[config.mk]
export PLATFORM = sky130hd
export DESIGN_NAME = nipc_top
export DESIGN_NICKNAME = d
export VERILOG_FILES = /design/src/verilog/nipc_lvl_decode.v /design/src/verilog/nipc_sync.v /design/src/verilog/nipc_top.v
export VERILOG_INCLUDE_DIRS = /design/src /design/src/verilog
export SDC_FILE = /design/constraint.sdc
export NUM_CORES = 1
export LEC_CHECK = 0
export ABC_CLOCK_PERIOD_IN_PS = 16400
export BUFFER_PORTS_ARGS = -buffer_cell sky130_fd_sc_hd__buf_2
export CELL_PAD_IN_SITES_DETAIL_PLACEMENT = 2
export CELL_PAD_IN_SITES_GLOBAL_PLACEMENT = 2
export CORE_MARGIN = 2
export CORE_UTILIZATION = 28
export DETAILED_ROUTE_END_ITERATION = 8
export PLACE_DENSITY = 0.85
export SYNTH_ARGS = -nofsm -noshare
export SYNTH_HDL_FRONTEND = slang
export SYNTH_SLANG_ARGS = --single-unit
[constraint.sdc]
create_clock -name clk_i -period 16.4 [get_ports clk_i]
set_clock_uncertainty 0.15 [all_clocks]
set_input_delay 1.64 -clock clk_i [delete_from_list [all_inputs] [get_ports clk_i]]
set_output_delay 1.64 -clock clk_i [all_outputs]
set_load 0.02 [all_outputs]
[src/verilog/nipc_regs.vh]
// Register offsets, field positions, encodings and reset values of the interrupt controller.
`ifndef NIPC_REGS_VH
`define NIPC_REGS_VH
// -----------------------------------------------------------------
// Register indices (byte address is four times the index)
// -----------------------------------------------------------------
`define NIPC_IDX_PRIO0 8'h1C
`define NIPC_IDX_PRIO1 8'h1D
`define NIPC_IDX_PRIO2 8'h1E
`define NIPC_IDX_PRIO3 8'h1F
`define NIPC_IDX_CCR 8'h20
`define NIPC_IDX_PEND 8'h21
`define NIPC_IDX_STAT 8'h22
`define NIPC_ADDR_W 10
`define NIPC_ADDR_LSB 2
// -----------------------------------------------------------------
// Reset values
// -----------------------------------------------------------------
`define NIPC_PRIO_RESET 8'hFF
`define NIPC_CCR_RESET 8'h28
// -----------------------------------------------------------------
// Condition code fields
// -----------------------------------------------------------------
`define NIPC_CC_UPPER 5
`define NIPC_CC_LOWER 3
// -----------------------------------------------------------------
// Mask level codes {upper, lower}
// -----------------------------------------------------------------
`define NIPC_LVL0 2'h2
`define NIPC_LVL1 2'h1
`define NIPC_LVL2 2'h0
`define NIPC_LVL3 2'h3
// -----------------------------------------------------------------
// Vectors
// -----------------------------------------------------------------
`define NIPC_VEC_BASE 16'hFFE0
`define NIPC_VEC_TRAP 16'hFFFC
`define NIPC_VEC_RESET 16'hFFFE
`define NIPC_NUM_VEC 16
`define NIPC_NUM_SRC 14
`define NIPC_SRC_W 4
`endif

[src/verilog/nipc_lvl_decode.v]
// Converts a two-bit mask level code into a numeric rank.
`timescale 1ns/1ps
`include "nipc_regs.vh"
module nipc_lvl_decode (
  // Code in
  input wire [1:0] code_i,
  // Rank out, 0 lowest
  output reg [1:0] rank_o
);
  always @* begin
    case (code_i)
      `NIPC_LVL0: rank_o = 2'h0;
      `NIPC_LVL1: rank_o = 2'h1;
      `NIPC_LVL2: rank_o = 2'h2;
      default: rank_o = 2'h3;
    endcase
  end
endmodule

[src/verilog/nipc_sync.v]
// Three-stage synchroniser for a bank of asynchronous request lines.
`timescale 1ns/1ps
module nipc_sync #(
  parameter W = 14
) (
  // Clock and reset
  input wire clk_i,
  input wire rst_i,
  // Raw lines
  input wire [W-1:0] d_i,
  // Agreed lines
  output reg [W-1:0] q_o
);
  reg [W-1:0] s1;
  reg [W-1:0] s2;
  reg [W-1:0] s3;
  // A line changes only once stages two and three agree, filtering single-cycle glitches.
  always @(posedge clk_i) begin
    if (rst_i) begin
      s1 <= {W{1'b0}};
      s2 <= {W{1'b0}};
      s3 <= {W{1'b0}};
      q_o <= {W{1'b0}};
    end else begin
      s1 <= d_i;
      s2 <= s1;
      s3 <= s2;
      if (s2 == s3) begin
        q_o <= s3;
      end
    end
  end
endmodule

[src/verilog/nipc_top.v]
// Nested interrupt priority controller with Wishbone register access and core handshake.
`timescale 1ns/1ps
`include "nipc_regs.vh"
module nipc_top #(
  parameter NSRC = `NIPC_NUM_SRC
) (
  // Clock and reset
  input wire clk_i,
  input wire rst_i,
  // Wishbone slave
  input wire cyc_i,
  input wire stb_i,
  input wire we_i,
  input wire [`NIPC_ADDR_W-1:0] adr_i,
  input wire [3:0] sel_i,
  input wire [31:0] dat_i,
  output reg [31:0] dat_o,
  output reg ack_o,
  // Asynchronous interrupt request lines, index 0 highest hardware priority
  input wire [NSRC-1:0] irq_i,
  // Core handshake
  input wire insn_done_i,
  input wire trap_i,
  input wire ret_i,
  input wire [15:0] pc_i,
  input wire [7:0] x_i,
  input wire [7:0] a_i,
  output wire [7:0] condition_code_register_o,
  // Context push and pop toward the core
  output reg push_o,
  output reg [39:0] push_data_o,
  output reg pop_o,
  input wire [39:0] pop_data_i,
  output reg [39:0] restore_o,
  output reg restore_valid_o,
  // Vector jump
  output reg jump_o,
  output reg [15:0] vector_o,
  output reg [3:0] ack_src_o
);
  // -----------------------------------------------------------------
  // State encoding
  // -----------------------------------------------------------------
  localparam ST_IDLE = 4'h1;
  localparam ST_WAIT = 4'h2;
  localparam ST_PUSH = 4'h4;
  localparam ST_JUMP = 4'h8;

  reg [3:0] state;
  reg [7:0] prio [0:3];
  reg [7:0] ccr;
  reg [3:0] sel_src;
  reg sel_trap;
  reg [1:0] sel_code;
  reg started;
  wire [NSRC-1:0] req;
  wire [1:0] cur_rank;
  wire [`NIPC_NUM_VEC*2-1:0] code_bus;
  wire [`NIPC_NUM_VEC*2-1:0] rank_bus;
  reg found;
  reg [3:0] win_src;
  reg [1:0] win_rank;
  reg [1:0] win_code;
  integer i;
  integer k;
  wire wb_req = cyc_i && stb_i && !ack_o;
  wire wb_wr = wb_req && we_i;
  wire [7:0] wb_idx = adr_i[`NIPC_ADDR_W-1:`NIPC_ADDR_LSB];

  assign condition_code_register_o = ccr;

  // -----------------------------------------------------------------
  // Request synchronisation and level decode
  // -----------------------------------------------------------------
  nipc_sync #(.W(NSRC)) u_sync (
    .clk_i(clk_i),
    .rst_i(rst_i),
    .d_i(irq_i),
    .q_o(req)
  );

  nipc_lvl_decode u_cur (
    .code_i({ccr[`NIPC_CC_UPPER], ccr[`NIPC_CC_LOWER]}),
    .rank_o(cur_rank)
  );

  genvar g;
  generate
    for (g = 0; g < `NIPC_NUM_VEC; g = g + 1) begin : g_lvl
      // Two-bit field per vector, four fields per register.
      assign code_bus[g*2 +: 2] = prio[g/4][(g%4)*2 +: 2];
      nipc_lvl_decode u_dec (
        .code_i(code_bus[g*2 +: 2]),
        .rank_o(rank_bus[g*2 +: 2])
      );
    end
  endgenerate

  // -----------------------------------------------------------------
  // Arbitration
  // -----------------------------------------------------------------
  // Strict greater-than keeps level 3 routines from ever being preempted by a request line.
  always @* begin
    found = 1'b0;
    win_src = 4'h0;
    win_rank = 2'h0;
    win_code = 2'h0;
    for (i = 0; i < NSRC; i = i + 1) begin
      if (req[i] && rank_bus[i*2 +: 2] > cur_rank &&
          (!found || rank_bus[i*2 +: 2] > win_rank)) begin
        found = 1'b1;
        win_src = i[3:0];
        win_rank = rank_bus[i*2 +: 2];
        win_code = code_bus[i*2 +: 2];
      end
    end
  end

  // -----------------------------------------------------------------
  // Entry and return sequencer
  // -----------------------------------------------------------------
  always @(posedge clk_i) begin
    if (rst_i) begin
      state <= ST_IDLE;
      ccr <= `NIPC_CCR_RESET;
      sel_src <= 4'h0;
      sel_trap <= 1'b0;
      sel_code <= 2'h0;
      started <= 1'b0;
      push_o <= 1'b0;
      push_data_o <= 40'h0000000000;
      pop_o <= 1'b0;
      restore_o <= 40'h0000000000;
      restore_valid_o <= 1'b0;
      jump_o <= 1'b0;
      vector_o <= 16'h0000;
      ack_src_o <= 4'h0;
    end else begin
      push_o <= 1'b0;
      pop_o <= 1'b0;
      restore_valid_o <= 1'b0;
      jump_o <= 1'b0;
      // The bus may write the condition codes from the first cycle after reset.
      if (wb_wr && wb_idx == `NIPC_IDX_CCR && sel_i[0]) begin
        ccr <= dat_i[7:0];
      end
      if (!started) begin
        // Reset vector is fetched first, never masked.
        started <= 1'b1;
        jump_o <= 1'b1;
        vector_o <= `NIPC_VEC_RESET;
      end else begin
        if (pop_o) begin
          restore_o <= pop_data_i;
          restore_valid_o <= 1'b1;
          ccr <= pop_data_i[7:0];
        end
        case (state)
          ST_IDLE: begin
            if (ret_i) begin
              pop_o <= 1'b1;
            end else if (trap_i) begin
              sel_trap <= 1'b1;
              sel_code <= `NIPC_LVL3;
              state <= ST_WAIT;
            end else if (found) begin
              sel_trap <= 1'b0;
              sel_src <= win_src;
              sel_code <= win_code;
              state <= ST_WAIT;
            end
          end
          ST_WAIT: begin
            if (insn_done_i) begin
              state <= ST_PUSH;
            end
          end
          ST_PUSH: begin
            push_o <= 1'b1;
            push_data_o <= {pc_i, x_i, a_i, ccr};
            ccr[`NIPC_CC_UPPER] <= sel_code[1];
            ccr[`NIPC_CC_LOWER] <= sel_code[0];
            state <= ST_JUMP;
          end
          ST_JUMP: begin
            jump_o <= 1'b1;
            ack_src_o <= sel_src;
            // Lower source index gets a higher address: higher hardware priority.
            vector_o <= sel_trap ? `NIPC_VEC_TRAP :
              (`NIPC_VEC_TRAP - {11'h000, sel_src + 4'h1, 1'b0});
            state <= ST_IDLE;
          end
          default: state <= ST_IDLE;
        endcase
      end
    end
  end

  // -----------------------------------------------------------------
  // Wishbone slave
  // -----------------------------------------------------------------
  always @(posedge clk_i) begin
    if (rst_i) begin
      ack_o <= 1'b0;
      dat_o <= 32'h00000000;
      for (k = 0; k < 4; k = k + 1) begin
        prio[k] <= `NIPC_PRIO_RESET;
      end
    end else begin
      ack_o <= wb_req;
      if (wb_req) begin
        dat_o <= 32'h00000000;
        case (wb_idx)
          `NIPC_IDX_PRIO0, `NIPC_IDX_PRIO1, `NIPC_IDX_PRIO2, `NIPC_IDX_PRIO3: begin
            dat_o[7:0] <= prio[wb_idx[1:0]];
            if (we_i && sel_i[0]) begin
              prio[wb_idx[1:0]] <= dat_i[7:0];
            end
          end
          `NIPC_IDX_CCR: dat_o[7:0] <= ccr;
          `NIPC_IDX_PEND: dat_o[NSRC-1:0] <= req;
          `NIPC_IDX_STAT: dat_o[7:0] <= {state, sel_src};
          default: dat_o <= 32'h00000000;
        endcase
      end
    end
  end
endmodule

==> out/qor.txt <==
synth warn -> 0
Clk pin slew, worst setup/hold paths -> 70 ps
CTS Buf Count -> 23
setup TNS -> -5060 ps
DR DRC count -> 0
Detailed Place HPWL -> 32600 µm
pwr dens -> 84.5 nW/µm²
Cell variety after synth -> 68
Max Fanout on Critical Path -> 6
sw power -> 0.345 mW
Seq/Total Area, Yosys -> 0.428
Final ANT Viol Nets -> 0
Design Power -> 1.23 mW
Startpoint Class -> flip-flop
post-route cell area -> 14600 µm²
total routed wirelength -> 59100 µm
CP max stage cell -> a222oi_1
Die Y-Extent -> 201 µm
Sw Share -> 0.280
relative slew slack -> 0.189
number of enable flip-flop cells after synthesis -> 32
global-route wire length before repair -> 73200 µm
average cell area after synthesis -> 8.70 µm²
# hold bufs at CTS -> 0
area grow syn2layout -> 33.7%
Synth top area share -> 0.339
final-report hold violation count -> 0
CP top delay family -> compound AO/OA/AOI/OAI gates
cell with the most instances after synthesis -> nand2_1
synthesized flop and latch total -> 217
cell row count -> 72
crit path kind -> flip-flop to flip-flop
max-slew violations -> 0
via count -> 11600
CTS max path bufs -> 3
RSZ-0062 raised after global routing -> yes
fillers -> 4270
Initial Util -> 0.283
DRT iter0 DRCs -> 1030
Hold WC Path Type -> flip-flop to flip-flop
Comb pwr share -> 0.111
share of cells above drive strength 1 -> 0.317
post-route clock period utilization -> 1.05
Skew-Pair Late Insertion Delay -> 560 ps
Worst path max stage delay -> 500 ps
internal power -> 0.887 mW
Critical Path AT -> 17590 ps
WL per Instance -> 28.3 µm
number of global-route vias before repair -> 12000
Synth area leaders -> dfxtp_1, ha_1, edfxtp_1, nand2_1, a21oi_1
CTS tree -> built
die area -> 40600 µm²
most used cell, CP -> ha_1
GRT Residual Overflow -> 0
GRT Resource Usage Total -> 0.230
htree depth -> 1
Synth Cell Area -> 10900 µm²
# IOs -> 285
clock sink count -> 217
WP buf/inv -> 8
drt first pass iters -> 5
post-layout min period -> 17270 ps
fin worst setup slack -> -868 ps
via-per-instance ratio -> 5.53
Post-synth top cells -> nand2_1, dfxtp_1, a21oi_1
Yosys top cell by area -> dfxtp_1
maximum vdd drop -> 0.0742 mV
CTS root buffer -> clkbuf_16
largest net degree at the start of global routing -> 70
required time of the critical path -> 16720 ps
nets@finish -> 1777
fmax -> 0.0579 GHz
ys async rst share -> 0
total of max-cap violations -> 0
core footprint -> 38600 µm²
initial antenna violation count -> 6
port bufs -> 236
Clk network pwr share -> 0.434
Setup-failing EPs final -> 6
Primary FF master, synth -> dfxtp_1
routability cong. -> 0.883
worst-margin pin slew -> 1210 ps
pre-CTS setup slack -> -1150 ps
Flop pwr share -> 0.455
Die Width -> 201 µm
failing checks -> setup timing
Placed Instance Area -> 12900 µm²
status -> finished, violations left
critical path endpoint category -> flip-flop
Post-Synthesis Cells -> 1254
post-layout util -> 0.378
Leakage -> 6.30 nW
[worst paths after layout]
path | start | endpoint | slack (ps) | cells past startpoint
min | u_sync.s1[11] | u_sync.s2[11] | 290 | 1
max reg2reg | prio[0][0] | sel_src[1] | -870 | 91
max | prio[0][0] | sel_src[1] | -870 | 91
min reg2reg | u_sync.s1[11] | u_sync.s2[11] | 290 | 1
[final cells by class]
class | instances | area (µm²) | area share
multi-input combinational | 921 | 6340 | 0.435
inverter | 42 | 160 | 0.0110
timing repair buffer | 345 | 2040 | 0.140
tap | 518 | 648 | 0.0444
clock inverter | 7 | 45.0 | 0.00309
antenna | 6 | 15.0 | 0.00103
clock buffer | 33 | 676 | 0.0463
sequential | 217 | 4670 | 0.320
[metal layers]
layer / global-route usage / wire length, µm / vias to the layer above
met4: 0.108 / 3720 / 0
met2: 0.428 / 30300 / 656
met3: 0.0392 / 4040 / 221
met1: 0.253 / 21000 / 5813
li1: - / - / 4871
met5: 0 / 0 / -
[per-stage QoR]
stage	instances	hold slack [ps]
CTS	2053	294
global placement	1998	271
floorplan	1272	264
detailed placement	1998	279
global route	2089	311
finish	2089	295
[placed cells by master, fill, tap and decap left out, drive strengths merged, types with 11 or more instances in the layout]
master / Yosys / layout
buf: 33 / 345
nand2: 255 / 255
dfxtp: 185 / 185
a21oi: 135 / 135
ha: 87 / 87
nor2: 80 / 80
nor2b: 79 / 79
inv: 42 / 43
o21ai: 36 / 36
clkbuf: 59 / 33
edfxtp: 32 / 32
nand3: 21 / 21
conb: 1 / 19
o211ai: 17 / 17
mux2i: 16 / 16
xor2: 13 / 13
a22oi: 11 / 11
[power groups by stage]
stage / registers, mW / logic, mW / clock network, mW
floorplan: 0.575 / 0.0637 / 0
global placement: 0.570 / 0.102 / 0
detailed placement: 0.571 / 0.110 / 0
CTS: 0.560 / 0.117 / 0.527
global route: 0.562 / 0.144 / 0.559
finish: 0.561 / 0.136 / 0.535
[sequential cells by signal, indices dropped and copies added, names as in the netlist, 2 cells and up]
signal / cells
u_sync.q_o: 14
prio: 32
restore_o: 40
u_sync.s3: 14
push_data_o: 40
sel_code: 2
state: 4
ack_src_o: 4
sel_src: 4
vector_o: 6
u_sync.s2: 14
u_sync.s1: 14
dat_o: 14
condition_code_register_o: 8
[kinds of logic (layout without fill, tap and decap cells)]
family	after synthesis	count (layout)	synth area share
AOI/OAI and AO/OA	281	281	0.160
xor gates and xnor gates	19	19	0.0153
adders and majority gates	87	87	0.0998
buffers and inverters	134	427	0.0561
DFF	217	217	0.428
muxes	32	32	0.0395
other	1	25	0.000344
and+or+nand+nor	483	483	0.202
[worst reg2reg max path: cells and delay by family, from the launching register on]
| family | cells | cell delay, ps |
|---|---|---|
| AOI/OAI and AO/OA | 52 | 9110 |
| adders and majority gates | 15 | 4470 |
| buffers and inverters | 8 | 1230 |
| DFF | 1 | 470 |
| and+or+nand+nor | 16 | 1740 |
[timing repair]
action                                  in CTS  in global routing
pin swaps                                   28                 65
resized for setup                           56                 83
setup buffers                               15                 30
endpoints found under the setup margin       6                  6
(Power assumes the default switching activity.)
